## config.mk

```make
export PLATFORM = sky130hd
export DESIGN_NAME = pus_sequencer
export DESIGN_NICKNAME = d
export VERILOG_FILES = /design/src/pus_sequencer.v /design/src/pus_interval_timer.v
export VERILOG_INCLUDE_DIRS = /design/src
export SDC_FILE = /design/constraint.sdc
export NUM_CORES = 1
export LEC_CHECK = 0
export ABC_AREA = 1
export CORE_ASPECT_RATIO = 0.7
export CORE_MARGIN = 2
export CORE_UTILIZATION = 55
export DETAILED_ROUTE_END_ITERATION = 12
export DONT_BUFFER_PORTS = 1
export GPL_TIMING_DRIVEN = 0
export HOLD_SLACK_MARGIN = 0.02
export PLACE_DENSITY = 0.72
export SLEW_MARGIN = 20
export SYNTH_ARGS = -nofsm -noshare
export SYNTH_HDL_FRONTEND = slang
export SYNTH_SLANG_ARGS = --single-unit
```

## constraint.sdc

```tcl
create_clock -name core_clk -period 2.2 [get_ports core_clk]
set_input_delay 0.11 -clock core_clk [delete_from_list [all_inputs] [get_ports core_clk]]
set_output_delay 0.11 -clock core_clk [all_outputs]
set_load 0.02 [all_outputs]
```

## src/pus_regs.vh

```
`ifndef PUS_REGS_VH
`define PUS_REGS_VH

// time base
`define PUS_CLK_HZ 10000000
`define PUS_NREQ_TIMEOUT_MS 350
`define PUS_UV_SLEEP_RESET_MS 100
`define PUS_CYC_PER_MS (`PUS_CLK_HZ / 1000)

// pin levels
`define PUS_PIN_LOW 1'b0
`define PUS_PIN_HIGH 1'b1

// low-power choice encoding
`define PUS_LP_STOP 1'b0
`define PUS_LP_SLEEP 1'b1

// counter widths
`define PUS_CNT_W 32

`endif

```

## src/pus_sequencer.v

```verilog
// Notes on behaviour
// - power-up enters normal-request: main on, secondary off, transceiver transmit-receive.
// - no watchdog timing write within 350ms: pulse reset, back to normal-request.
// - watchdog-fault output held low while waiting for first watchdog write.
// - first watchdog write: normal state, secondary on, fault released, reset high.
// - missed watchdog refresh in normal state: reset, then back to normal-request.
// - main under-voltage with stop choice: reset state, reset output asserted.
// - stop-choice under-voltage reset drives interrupt output low.
// - stop-choice under-voltage removed: restart in normal-request.
// - sleep choice, battery-fail cleared, under-voltage: stay in reset 100ms.
// - sleep-choice under-voltage reset holds reset and interrupt low.
// - after 100ms sleep-choice reset: sleep state, both regulators off.
// - both under-voltage resets keep watchdog-fault output high.
`timescale 1ns/1ns
`include "pus_regs.vh"

module pus_sequencer #(
    parameter CLK_HZ = `PUS_CLK_HZ,
    parameter NREQ_TIMEOUT_CYC = `PUS_NREQ_TIMEOUT_MS * `PUS_CYC_PER_MS,
    parameter UV_SLEEP_CYC = `PUS_UV_SLEEP_RESET_MS * `PUS_CYC_PER_MS,
    parameter CNT_W = `PUS_CNT_W
) (
    // clock and reset
    input wire core_clk,
    input wire rst_n,
    // host-side events
    input wire watchdog_timing_reg_wr,
    input wire watchdog_refresh_missed,
    // supply and configuration status
    input wire main_uv,
    input wire low_power_choice,
    input wire battery_fail_flag,
    // pins toward host
    output reg reset_out_n_r,
    output reg int_out_n_r,
    output reg watchdog_fault_out_n_r,
    // power and transceiver control
    output reg main_regulator_en_r,
    output reg secondary_regulator_en_r,
    output reg transmit_receive_mode_r,
    // state view
    output reg [5:0] state_r
);

////////////////////////////////////////////////////////////////////////////////

localparam [5:0] ST_NREQ = 6'h01;
localparam [5:0] ST_NORMAL = 6'h02;
localparam [5:0] ST_WD_RESET = 6'h04;
localparam [5:0] ST_UV_STOP = 6'h08;
localparam [5:0] ST_UV_SLEEP = 6'h10;
localparam [5:0] ST_SLEEP = 6'h20;

localparam [CNT_W-1:0] NREQ_LIM = NREQ_TIMEOUT_CYC;
localparam [CNT_W-1:0] SLEEP_LIM = UV_SLEEP_CYC;

reg [5:0] state_nxt;
wire [CNT_W-1:0] limit_sel;
wire timer_expired;
wire state_change;

////////////////////////////////////////////////////////////////////////////////
// decode helpers

// under-voltage with sleep chosen and battery-fail cleared
function uv_sleep_hit;
    input uv;
    input choice;
    input fail;
    begin
        uv_sleep_hit = uv && (choice == `PUS_LP_SLEEP) && !fail;
    end
endfunction

// any other under-voltage falls back to the stop reaction
function uv_stop_hit;
    input uv;
    input choice;
    input fail;
    begin
        uv_stop_hit = uv && !((choice == `PUS_LP_SLEEP) && !fail);
    end
endfunction

// interval the timer counts toward in each state
function [CNT_W-1:0] limit_for;
    input [5:0] st;
    begin
        case (st)
            ST_NREQ: begin
                limit_for = NREQ_LIM;
            end
            ST_UV_SLEEP: begin
                limit_for = SLEEP_LIM;
            end
            ST_NORMAL: begin
                limit_for = NREQ_LIM;
            end
            ST_WD_RESET: begin
                limit_for = NREQ_LIM;
            end
            ST_UV_STOP: begin
                limit_for = NREQ_LIM;
            end
            ST_SLEEP: begin
                limit_for = NREQ_LIM;
            end
            default: begin
                limit_for = NREQ_LIM;
            end
        endcase
    end
endfunction

////////////////////////////////////////////////////////////////////////////////
// interval timer

assign state_change = (state_nxt != state_r);

assign limit_sel = limit_for(state_r);

pus_interval_timer #(
    .CNT_W(CNT_W)
) u_timer (
    .core_clk(core_clk),
    .rst_n(rst_n),
    .clear(state_change),
    .limit(limit_sel),
    .expired_r(timer_expired)
);

////////////////////////////////////////////////////////////////////////////////
// next state

always @* begin
    state_nxt = state_r;
    case (state_r)
        ST_NREQ: begin
            if (uv_sleep_hit(main_uv, low_power_choice, battery_fail_flag)) begin
                state_nxt = ST_UV_SLEEP;
            end else if (uv_stop_hit(main_uv, low_power_choice, battery_fail_flag)) begin
                state_nxt = ST_UV_STOP;
            end else if (watchdog_timing_reg_wr) begin
                state_nxt = ST_NORMAL;
            end else if (timer_expired) begin
                state_nxt = ST_WD_RESET;
            end
        end
        ST_NORMAL: begin
            if (uv_sleep_hit(main_uv, low_power_choice, battery_fail_flag)) begin
                state_nxt = ST_UV_SLEEP;
            end else if (uv_stop_hit(main_uv, low_power_choice, battery_fail_flag)) begin
                state_nxt = ST_UV_STOP;
            end else if (watchdog_refresh_missed) begin
                state_nxt = ST_WD_RESET;
            end
        end
        ST_WD_RESET: begin
            state_nxt = ST_NREQ;
        end
        ST_UV_STOP: begin
            if (!main_uv) begin
                state_nxt = ST_NREQ;
            end
        end
        ST_UV_SLEEP: begin
            if (timer_expired) begin
                state_nxt = ST_SLEEP;
            end
        end
        ST_SLEEP: begin
            state_nxt = ST_SLEEP;
        end
        default: begin
            state_nxt = ST_NREQ;
        end
    endcase
end

////////////////////////////////////////////////////////////////////////////////
// pin decode

reg reset_out_n_nxt;
reg int_out_n_nxt;
reg watchdog_fault_out_n_nxt;
reg main_regulator_en_nxt;
reg secondary_regulator_en_nxt;
reg transmit_receive_mode_nxt;

// pins follow the state being entered so they change with state_r
always @* begin
    reset_out_n_nxt = `PUS_PIN_HIGH;
    int_out_n_nxt = `PUS_PIN_HIGH;
    watchdog_fault_out_n_nxt = `PUS_PIN_HIGH;
    case (state_nxt)
        ST_NREQ: begin
            reset_out_n_nxt = `PUS_PIN_HIGH;
            int_out_n_nxt = `PUS_PIN_HIGH;
            watchdog_fault_out_n_nxt = `PUS_PIN_LOW;
        end

        ST_NORMAL: begin
            reset_out_n_nxt = `PUS_PIN_HIGH;
            int_out_n_nxt = `PUS_PIN_HIGH;
            watchdog_fault_out_n_nxt = `PUS_PIN_HIGH;
        end

        ST_WD_RESET: begin
            reset_out_n_nxt = `PUS_PIN_LOW;
            int_out_n_nxt = `PUS_PIN_HIGH;
            watchdog_fault_out_n_nxt = `PUS_PIN_LOW;
        end

        ST_UV_STOP: begin
            reset_out_n_nxt = `PUS_PIN_LOW;
            int_out_n_nxt = `PUS_PIN_LOW;
            watchdog_fault_out_n_nxt = `PUS_PIN_HIGH;
        end

        ST_UV_SLEEP: begin
            reset_out_n_nxt = `PUS_PIN_LOW;
            int_out_n_nxt = `PUS_PIN_LOW;
            watchdog_fault_out_n_nxt = `PUS_PIN_HIGH;
        end

        ST_SLEEP: begin
            reset_out_n_nxt = `PUS_PIN_HIGH;
            int_out_n_nxt = `PUS_PIN_HIGH;
            watchdog_fault_out_n_nxt = `PUS_PIN_HIGH;
        end

        default: begin
            reset_out_n_nxt = `PUS_PIN_HIGH;
            int_out_n_nxt = `PUS_PIN_HIGH;
            watchdog_fault_out_n_nxt = `PUS_PIN_LOW;
        end
    endcase
end

////////////////////////////////////////////////////////////////////////////////
// power decode

always @* begin
    main_regulator_en_nxt = 1'b1;
    secondary_regulator_en_nxt = 1'b0;
    transmit_receive_mode_nxt = 1'b1;
    case (state_nxt)
        ST_NREQ: begin
            main_regulator_en_nxt = 1'b1;
            secondary_regulator_en_nxt = 1'b0;
            transmit_receive_mode_nxt = 1'b1;
        end

        ST_NORMAL: begin
            main_regulator_en_nxt = 1'b1;
            secondary_regulator_en_nxt = 1'b1;
            transmit_receive_mode_nxt = 1'b1;
        end

        ST_WD_RESET: begin
            main_regulator_en_nxt = 1'b1;
            secondary_regulator_en_nxt = 1'b0;
            transmit_receive_mode_nxt = 1'b1;
        end

        ST_UV_STOP: begin
            main_regulator_en_nxt = 1'b1;
            secondary_regulator_en_nxt = 1'b0;
            transmit_receive_mode_nxt = 1'b1;
        end

        ST_UV_SLEEP: begin
            main_regulator_en_nxt = 1'b1;
            secondary_regulator_en_nxt = 1'b0;
            transmit_receive_mode_nxt = 1'b1;
        end

        ST_SLEEP: begin
            main_regulator_en_nxt = 1'b0;
            secondary_regulator_en_nxt = 1'b0;
            transmit_receive_mode_nxt = 1'b0;
        end

        default: begin
            main_regulator_en_nxt = 1'b1;
            secondary_regulator_en_nxt = 1'b0;
            transmit_receive_mode_nxt = 1'b1;
        end
    endcase
end

////////////////////////////////////////////////////////////////////////////////
// state and pin registers

always @(posedge core_clk or negedge rst_n) begin
    if (!rst_n) begin
        state_r <= ST_NREQ;
        reset_out_n_r <= `PUS_PIN_HIGH;
        int_out_n_r <= `PUS_PIN_HIGH;
        watchdog_fault_out_n_r <= `PUS_PIN_LOW;
        main_regulator_en_r <= 1'b1;
        secondary_regulator_en_r <= 1'b0;
        transmit_receive_mode_r <= 1'b1;
    end else begin
        state_r <= state_nxt;
        reset_out_n_r <= reset_out_n_nxt;
        int_out_n_r <= int_out_n_nxt;
        watchdog_fault_out_n_r <= watchdog_fault_out_n_nxt;
        main_regulator_en_r <= main_regulator_en_nxt;
        secondary_regulator_en_r <= secondary_regulator_en_nxt;
        transmit_receive_mode_r <= transmit_receive_mode_nxt;
    end
end

endmodule

```

## src/pus_interval_timer.v

```verilog
`timescale 1ns/1ns
`include "pus_regs.vh"

module pus_interval_timer #(
    parameter CNT_W = `PUS_CNT_W
) (
    // clock and reset
    input wire core_clk,
    input wire rst_n,
    // control
    input wire clear,
    input wire [CNT_W-1:0] limit,
    // status
    output reg expired_r
);

reg [CNT_W-1:0] count_r;
wire [CNT_W-1:0] count_nxt;

assign count_nxt = clear ? {CNT_W{1'b0}} :
                   ((count_r == limit) ? count_r : count_r + {{(CNT_W-1){1'b0}}, 1'b1});

always @(posedge core_clk or negedge rst_n) begin
    if (!rst_n) begin
        count_r <= {CNT_W{1'b0}};
        expired_r <= 1'b0;
    end else begin
        count_r <= count_nxt;
        expired_r <= (!clear) && (count_nxt == limit);
    end
end

endmodule

```

==> flow_summary.yaml, run 1 <==
run_status:
  status: "complete, but fails checks"
  violations: "setup timing"
die:
  fp.dieH_um: 65.6
  num_rows: 22
  die_x_um: 91.9
  core_region_area_um2: 5230
  die-area_um2: 6030
  pin_count: 19
  start_util_pct: 56.9
synthesis:
  yosysSeqAreaShare_pct: 37.2
  avgSynthCellArea_um2: 6.99
  syn_area_um2: 2980
  synth_top_flop_cell: "dfrtp_1"
  synth_edf_count: 0
  yosysUniqueCellTypes: 35
  syn-num-nets: 435
  syn_inst: 426
  yosysWarnings: 0
  synthArstFlopShare_pct: 100
  synth-seq-cells: 44
critical_path:
  path_max_fanout: 5
  end_kind: "flip-flop"
  critical_path_depth: 14
  start_kind: "flip-flop"
  crit_top_cell: "nor2_4"
  crit_family: "simple AND/OR/NAND/NOR gates"
  critPathMaxStageDelay_ns: 0.54
  critical_path_required_ns: 2.43
  path_buf_inv: 2
  critPathKind: "flip-flop to flip-flop"
  cp_cell_sequence: "nor2_4 -> nand3_2 -> nor2_1 -> o21ai_2 -> nor2_4 -> nand3_4 -> nor2_4 -> buf_12 -> nand3_2 -> nand2_1 -> inv_1 -> nor2_1 -> nand3_1 -> nor2_2"
  crit_slowest_cell: "dfrtp_2"
  cp.arrival_ns: 2.60
  reg2reg_depth: 14
pwr:
  p_clk_share_pct: 18.1
  p_leak_nw: 1.61
  ir_worst_vdd_mv: 0.924
  p_comb_share_pct: 50.9
  switching_share_pct: 42.7
  internal_power_mw: 1.98
  finalPower_mw: 3.45
  seq_power_share_pct: 31.0
  p_per_area_nw_per_um2: 945
  power_switching_mw: 1.47
clock_tree:
  clk_latency_ns: 0.30
  clk_pin_slew_ns: 0.08
  cts_sinks: 44
  htreeDepth: 2
  cts_inserted_buffers: 5
  cts-root-buf: "clkbuf_8"
  cts_tree: "done"
  clock_path_buffers: 2
global_route:
  grt_max_degree: 45
  antenna_found_initial: 0
  grt_pass1_wl_um: 13800
  grt.overflow.total: 0
  track_usage_pct: 30.1
  grt_pass1_vias: 2716
final_layout:
  syn2layout_area_growth_pct: 22.7
  drive_gt1_share_pct: 25.1
  nets: 459
  final_area_um2: 3650
  nFillCells: 410
  num_antenna_cells: 0
  fin_util_pct: 69.9
route:
  dr.first_iter.drc_count: 382
  vias: 2892
  antenna_left: 0
  wl_um: 8690
  drcViolationCount: 0
  wl_per_cell_um: 16.6
  first_pass_iters: 5
  routed_via_density: 5.53
min_path:
  hold_path.class: "primary input to flip-flop"
  min_delay_path_depth: 3
place:
  post-dp-hpwl_um: 6140
  portBuffers: 0
  place.gp.congestion: 0.981
  dpl_cell_area_um2: 3070
timing:
  tightest_slew_ns: 0.512
  max_freq_mhz: 422
  setup_viol: 1
  layout_setup_ws_ns: -0.168
  min_period_over_period_pct: 108
  hold_viol_final: 0
  period_needed_ns: 2.37
  rsz0062_at_grt: "true"
  maxSlewHeadroom_pct: 65.9
  slew_violations: 0
  fin_skew_ns: 0.00626
run:
  maxCapViolCount: 0
[flip-flops by register name (all words and copies together), names as in the netlist]
name,cells
int_out_n_r,1
reset_out_n_r,1
secondary_regulator_en_r,1
state_r,6
transmit_receive_mode_r,1
u_timer.count_r,32
u_timer.expired_r,1
watchdog_fault_out_n_r,1
[Yosys cell counts, types with 2 or more instances]
library cell  instances  area [um^2]
a21oi_1               7         35.0
buf_2                 3         15.0
dfrtp_1              40         1000
dfstp_2               4          105
ha_1                  2         25.0
inv_1                70          263
inv_2                 3         11.3
nand2_1              84          315
nand2_2               6         37.5
nand3_1              27          135
nand3_2               3         30.0
nand3b_1              3         22.5
nand4_1              13         81.3
nor2_1               78          293
nor2_2               10         62.6
nor2_4                3         33.8
nor3_1               17         85.1
nor3_2                2         20.0
o21ai_0               6         30.0
o21ai_1               6         30.0
xnor2_1               5         43.8
xor2_1               21          184
[worst min-delay path, cell delays in order]
cell	delay (ns)
inv_1	0.05
nand4_1	0.13
nand2_1	0.08
[logic make-up (layout without fill, tap and decap cells)]
logic type / Yosys count / in the layout / share of synthesized area (%)
buf+inv: 78 / 103 / 10.3
fa+ha+maj: 2 / 2 / 0.841
xor+xnor: 26 / 26 / 7.65
flops: 44 / 44 / 37.2
simple gates: 253 / 253 / 39.7
compound gates: 23 / 23 / 4.33
[metrics by stage]
step	setup slack, ns	cells	hold slack (ns)	setup TNS [ns]
after floorplan	0.275	426	-0.186	0
after global placement	-0.302	498	-0.185	-2.23
after detailed placement	-0.292	498	-0.185	-2.78
after CTS	-0.0423	516	0.0788	-0.0423
after global routing	-0.261	523	0.144	-0.539
final	-0.168	523	0.112	-0.168
[layer usage]
layer,global-route usage (%),vias to the layer above,wire (um),part of all wire (%)
li1,-,1370,-,-
met1,46.1,1365,4130,47
met2,42.4,146,3510,40
met3,8.03,11,982,11
met4,5.97,0,70,0.81
met5,0,-,0,0
[final cells by class]
class / count / area [um^2] / share of cell area, %
Multi-Input combinational cell: 304 / 1820 / 49.8
Sequential cell: 44 / 1110 / 30.5
Inverter: 73 / 277 / 7.57
Timing Repair Buffer: 18 / 194 / 5.31
Tap cell: 72 / 90.1 / 2.47
Clock buffer: 5 / 68.8 / 1.88
Buffer: 4 / 47.5 / 1.30
Clock inverter: 3 / 42.5 / 1.16
[placed cells by master (no fill, tap or decap), types with 12 or more instances in the layout]
cell and count:
nand2_1 77, inv_1 66, nor2_1 58, dfrtp_1 34, nand3_1 22, xor2_1 21
nor2_4 17, nor2_2 16, nand4_1 13, buf_4 13, nor3_1 12
[worst paths after layout]
kind,slack [ns],startpoint,endpoint
setup reg to reg,-0.17,state_r[1],u_timer.expired_r
min in group asynchronous,0.32,rst_n,u_timer.count_r[12]
hold reg to reg,0.61,u_timer.count_r[30],u_timer.count_r[30]
max in group asynchronous,1.61,rst_n,state_r[0]
setup / recovery,-0.17,state_r[1],u_timer.expired_r
hold / removal,0.11,watchdog_timing_reg_wr,state_r[2]
[power groups by stage]
stage / clock, mW / combinational [mW] / sequential [mW]
after CTS: 0.635 / 1.22 / 1.05
after global placement: 0 / 0.887 / 1.06
after global routing: 0.677 / 1.86 / 1.07
after floorplan: 0 / 0.659 / 1.04
final: 0.625 / 1.76 / 1.07
after detailed placement: 0 / 0.899 / 1.07
[repair_timing]
| action | CTS | global route |
|---|---|---|
| pin swaps | 3 | 24 |
| setup buffers | 8 | 7 |
| setup endpoints to repair | 22 | 27 |
| cloned | 0 | 1 |
| hold buffers | 3 | 0 |
| hold endpoints to repair | 45 | 0 |
| resized for setup | 22 | 60 |
Note: power is estimated with default switching activity, not from simulation.
==> inputs of run 2 (changes only) <==
==> constraint.sdc (replaced) <==
create_clock -name core_clk -period 2.2 [get_ports core_clk]
set_input_delay 0.11 -clock core_clk [delete_from_list [all_inputs] [get_ports core_clk]]
set_output_delay 0.11 -clock core_clk [all_outputs]
set_load 0.005 [all_outputs]
==> run 2 against run 1 <==
Effect of this change: the run still ends with setup timing left; first-iteration DRC count grew 5.8%; worst setup slack gained 0.024 ns; routed wire length grew 1.8%; global-route usage shrank 0.40 points; clock skew shrank 0.0022 ns; clock power is essentially flat; register-to-register slack gained 0.02 ns; non-clock buffer count shrank 1; clock-buffer cell count is the same; maximum frequency grew 1.0%; largest cell class unchanged.
==> flow_summary.yaml, run 2 (synthesis gave the netlist of run 1 again) <==
run_status:
  status: "complete, but fails checks"
  violations: "setup timing"
critical_path:
  path_max_fanout: 6
  start_kind: "flip-flop"
  critPathKind: "flip-flop to flip-flop"
  end_kind: "flip-flop"
  cp.arrival_ns: 2.58
  critical_path_required_ns: 2.43
  reg2reg_depth: 17
final_layout:
  nets: 458
  layout_commonest_cell: "nand2_1"
  syn2layout_area_growth_pct: 21.9
  reg_top3: "u_timer.count_r x32, state_r x6"
  largest_reg_flops: 32
  fin_util_pct: 69.4
  nFillCells: 418
  num_antenna_cells: 0
  multi_input_area_um2: 1800
  drive_gt1_share_pct: 23.8
  fin_cells: 522
  regArea_um2: 1110
  most-common-layout-cells: "nand2_1, inv_1, nor2_1"
  regMostFlops: "u_timer.count_r"
die:
  fp.dieH_um: 65.6
  pin_count: 19
  core_region_area_um2: 5230
  die-area_um2: 6030
  die_x_um: 91.9
  num_rows: 22
  start_util_pct: 56.9
min_path:
  min_delay_path_depth: 3
  hold_path.class: "primary input to flip-flop"
clock_tree:
  clk_latency_ns: 0.30
  clk_pin_slew_ns: 0.08
  htreeDepth: 2
  cts_inserted_buffers: 5
  clock_path_buffers: 2
  cts-root-buf: "clkbuf_8"
  cts_sinks: 44
  cts_tree: "done"
pwr:
  ir_worst_vdd_mv: 0.599
  p_leak_nw: 1.61
  p_per_area_nw_per_um2: 919
  finalPower_mw: 3.34
timing:
  tightest_slew_ns: 0.494
  slew_violations: 0
  setup_viol: 1
  hold-worst-slack_ns: 0.113
  finalSetupTns_ns: -0.144
  hold_viol_final: 0
  fin_skew_ns: 0.00404
  max_freq_mhz: 427
  min_period_over_period_pct: 107
  maxSlewHeadroom_pct: 67.1
  rsz0062_at_grt: "true"
  layout_setup_ws_ns: -0.144
  period_needed_ns: 2.34
route:
  wl_um: 8840
  dr.first_iter.drc_count: 404
  vias: 2966
  first_pass_iters: 5
  drcViolationCount: 0
  antenna_left: 0
  wl_per_cell_um: 16.9
  routed_via_density: 5.68
global_route:
  grt_pass1_vias: 2681
  antenna_found_initial: 0
  grt_max_degree: 45
  grt_pass1_wl_um: 13600
  track_usage_pct: 29.7
  grt.overflow.total: 0
place:
  portBuffers: 0
  dp.cells: 498
  post-dp-hpwl_um: 6140
  place.gp.congestion: 0.981
run:
  maxCapViolCount: 0
## run 2: cell type report
type	count	area share, %
multi-input cells	304	49.5
flip-flops and latches	44	30.7
inverters	73	7.62
repair buffers	18	5.83
well taps	72	2.48
clock buffers	5	1.90
clock inverters	3	1.17
plain buffers	3	0.758
## run 2: power breakdown
| group | switching (mW) | internal (mW) |
|---|---|---|
| registers | 0.101 | 0.900 |
| clock network | 0.290 | 0.336 |
| logic | 0.989 | 0.721 |
## run 2: worst paths after layout
path                                        start                  end  slack, ns
min in group asynchronous                   rst_n  u_timer.count_r[12]       0.32
setup / recovery                       state_r[0]    u_timer.expired_r      -0.14
setup reg to reg                       state_r[0]    u_timer.expired_r      -0.14
max in group asynchronous                   rst_n           state_r[0]       1.62
hold / removal             watchdog_timing_reg_wr           state_r[2]       0.11
hold reg to reg               u_timer.count_r[30]  u_timer.count_r[30]       0.60
## run 2: metal layers
layer / part of all wire, % / vias to the layer above / global-route usage [%]
met5: 0 / - / 0
met4: 2.2 / 0 / 5.04
met3: 12 / 26 / 7.00
met2: 39 / 175 / 41.9
met1: 47 / 1401 / 46.3
li1: - / 1364 / -
## run 2: what timing repair did
action / CTS / global route
cloned: 0 / 2
hold endpoints to repair: 45 / 0
hold buffers: 3 / 0
resized for setup: 13 / 58
buffers inserted: 6 / 7
endpoints found under the setup margin: 22 / 21
pin swaps: 2 / 23
## run 2: worst max-delay path, stage by stage (launching register included)
cell and delay (ns):
dfstp_2 0.67, inv_2 0.08, nand2_4 0.08, nor2_4 0.06, nand2_2 0.08, nand2_2 0.07
inv_1 0.09, o21ai_2 0.08, nor2_4 0.17, nand3_4 0.09, nor2_4 0.15, buf_12 0.13
nand3_2 0.05, nand2_1 0.09, inv_1 0.06, nor2_2 0.12, nand3_2 0.08, nor2_2 0.13
## run 2: through the flow
| stage | instance area, um^2 | worst slack, ns |
|---|---|---|
| after CTS | 3330 | 0.000770 |
| after floorplan | 2980 | 0.277 |
| final | 3630 | -0.144 |
| after detailed placement | 3070 | -0.292 |
| after global routing | 3630 | -0.224 |
| after global placement | 3070 | -0.302 |
==> inputs of run 3 (changes only) <==
--- a/config.mk
+++ b/config.mk
@@ -7,7 +7,7 @@
 export NUM_CORES = 1
 export LEC_CHECK = 0
 export ABC_AREA = 1
-export CORE_ASPECT_RATIO = 0.7
+export CORE_ASPECT_RATIO = 0.5
 export CORE_MARGIN = 2
 export CORE_UTILIZATION = 55
 export DETAILED_ROUTE_END_ITERATION = 12
==> run 3 against run 2 <==
Effect of this change: the flow still finishes with violations (setup timing); clock skew rose by 0.0032 ns; sequential power about the same; utilization grew 4.0 points; clock-buffer cell count unchanged; global-route usage shrank 1.5 points; register-to-register slack gained 0.03 ns; power rose by 4.6%; routed wire length fell by 3.9%; combinational power grew 9%; critical endpoint unchanged; largest cell class unchanged; highest routed layer unchanged.
==> flow_summary.yaml, run 3 (synthesis gave the netlist of run 1 again) <==
run_status:
  status: "complete, but fails checks"
  violations: "setup timing"
clock_tree:
  htreeDepth: 2
  cts_inserted_buffers: 5
  clk_pin_slew_ns: 0.08
  cts_sinks: 44
  clock_path_buffers: 2
  clk_latency_ns: 0.30
  cts-root-buf: "clkbuf_8"
  cts_tree: "done"
pwr:
  p_clk_share_pct: 18.1
  power_switching_mw: 1.39
  p_leak_nw: 1.65
  p_per_area_nw_per_um2: 939
  p_comb_share_pct: 53.2
  switching_share_pct: 39.8
  ir_worst_vdd_mv: 0.877
  seq_power_share_pct: 28.7
  finalPower_mw: 3.49
  internal_power_mw: 2.10
critical_path:
  critPathKind: "flip-flop to flip-flop"
  cp_cell_sequence: "nor2_4 -> nand2_4 -> nor3_1 -> o21ai_1 -> nor2_2 -> nand4_4 -> buf_8 -> nor3_4 -> nand2_2 -> nor2_4 -> nand3_2 -> nor2_4"
  start_kind: "flip-flop"
  r2r-end: "u_timer.expired_r"
  crit_family: "simple AND/OR/NAND/NOR gates"
  path_max_fanout: 6
  end_kind: "flip-flop"
  crit_top_cell: "nor2_4"
  r2r_slack_ns: -0.11
  cp.arrival_ns: 2.55
  critPathMaxStageDelay_ns: 0.51
  path_buf_inv: 1
  r2r-start: "state_r[1]"
  critical_path_depth: 12
  crit_slowest_cell: "dfrtp_2"
  critical_path_required_ns: 2.44
  reg2reg_depth: 12
die:
  die-area_um2: 6050
  num_rows: 18
  start_util_pct: 58.7
  core_region_area_um2: 5070
  die_x_um: 108
  pin_count: 19
  fp.dieH_um: 56.0
final_layout:
  regMostFlops: "u_timer.count_r"
  num_antenna_cells: 0
  largest_reg_flops: 32
  fin_util_pct: 73.4
  layout_commonest_cell: "nand2_1"
  nets: 467
  most-common-layout-cells: "nand2_1, inv_1, nor2_1"
  final_area_um2: 3720
  syn2layout_area_growth_pct: 24.9
  drive_gt1_share_pct: 26.8
  reg_top3: "u_timer.count_r x32, state_r x6"
global_route:
  grt.overflow.total: 0
  grt_max_degree: 45
  track_usage_pct: 28.2
  grt_pass1_wl_um: 13200
  grt_pass1_vias: 2769
  antenna_found_initial: 0
place:
  portBuffers: 0
  post-dp-hpwl_um: 5430
  place.gp.congestion: 0.918
  dpl_cell_area_um2: 3060
  pre_cts_ws_ns: -0.289
timing:
  period_needed_ns: 2.31
  min_period_over_period_pct: 105
  maxSlewHeadroom_pct: 72.0
  setup_viol: 27
  max_freq_mhz: 432
  slew_violations: 0
  layout_setup_ws_ns: -0.115
  fin_skew_ns: 0.00721
  tightest_slew_ns: 0.416
  rsz0062_at_grt: "true"
  hold_viol_final: 0
min_path:
  hold_end: "state_r[1]"
  hp-start: "watchdog_refresh_missed"
  min_delay_path_depth: 3
  hold_path.class: "primary input to flip-flop"
route:
  wl_um: 8500
  wl_per_cell_um: 16.1
  antenna_left: 0
  dr.first_iter.drc_count: 234
  routed_via_density: 5.56
  drcViolationCount: 0
  first_pass_iters: 5
  vias: 2942
run:
  maxCapViolCount: 0
==> run 3: cell count changes in the layout (fill, tap and decap cells not counted), sizes merged <==
cell,before,now
buf,17,27
clkbuf,7,6
==> run 3: layer usage <==
layer,GRT usage [%],up-vias,share of wire [%]
met5,0,-,0
met4,6.78,0,2.0
met3,6.79,18,7.6
met2,45.9,134,47
met1,38.0,1397,43
li1,-,1393,-
==> run 3: power groups by stage <==
| stage | Combinational [mW] | Sequential, mW | Clock (mW) |
|---|---|---|---|
| floorplan | 0.659 | 0.974 | 0 |
| global placement | 0.846 | 0.996 | 0 |
| detailed placement | 0.859 | 0.994 | 0 |
| CTS | 1.39 | 0.989 | 0.645 |
| global route | 1.95 | 1.01 | 0.687 |
| finish | 1.86 | 1.00 | 0.632 |
==> run 3: worst max path at each step <==
stage / start / end / slack, ns
after floorplan: u_timer.count_r[0] / u_timer.expired_r / 0.28
after global placement: u_timer.count_r[0] / u_timer.expired_r / -0.30
after detailed placement: u_timer.count_r[0] / u_timer.expired_r / -0.29
after CTS: state_r[0] / u_timer.expired_r / -0.02
after global routing: state_r[1] / u_timer.expired_r / -0.26
final: state_r[1] / u_timer.expired_r / -0.11
==> run 3: worst register-to-register path: cells and delay by family (launching register included) <==
kind | cells | cell delay, ns
compound gates | 1 | 0.14
buf+inv | 1 | 0.18
flops | 1 | 0.51
simple gates | 10 | 1.43
==> run 3: stage by stage <==
stage                     TNS [ns]  hold WS (ns)  instances
final                        -2.01        0.0940        529
after floorplan                  0        -0.186        426
after CTS                  -0.0243        0.0789        526
after global placement      -0.301        -0.184        496
after detailed placement    -0.289        -0.184        496
after global routing         -3.67        0.0888        529
==> run 3: layout make-up <==
cell class	instances	area, um^2
Multi-Input combinational cell	304	1820
Fill cell	395	1350
Sequential cell	44	1120
Inverter	73	274
Timing Repair Buffer	25	258
Tap cell	70	87.6
Clock buffer	5	68.8
Buffer	5	53.8
Clock inverter	3	42.5
==> run 3: repair_timing <==
action	4_1_cts	5_1_grt
pin swaps	19	11
resized for setup	32	56
buffers inserted	19	2
hold buffers	3	0
hold endpoints to repair	45	0
endpoints found under the setup margin	1	27
cloned	0	1
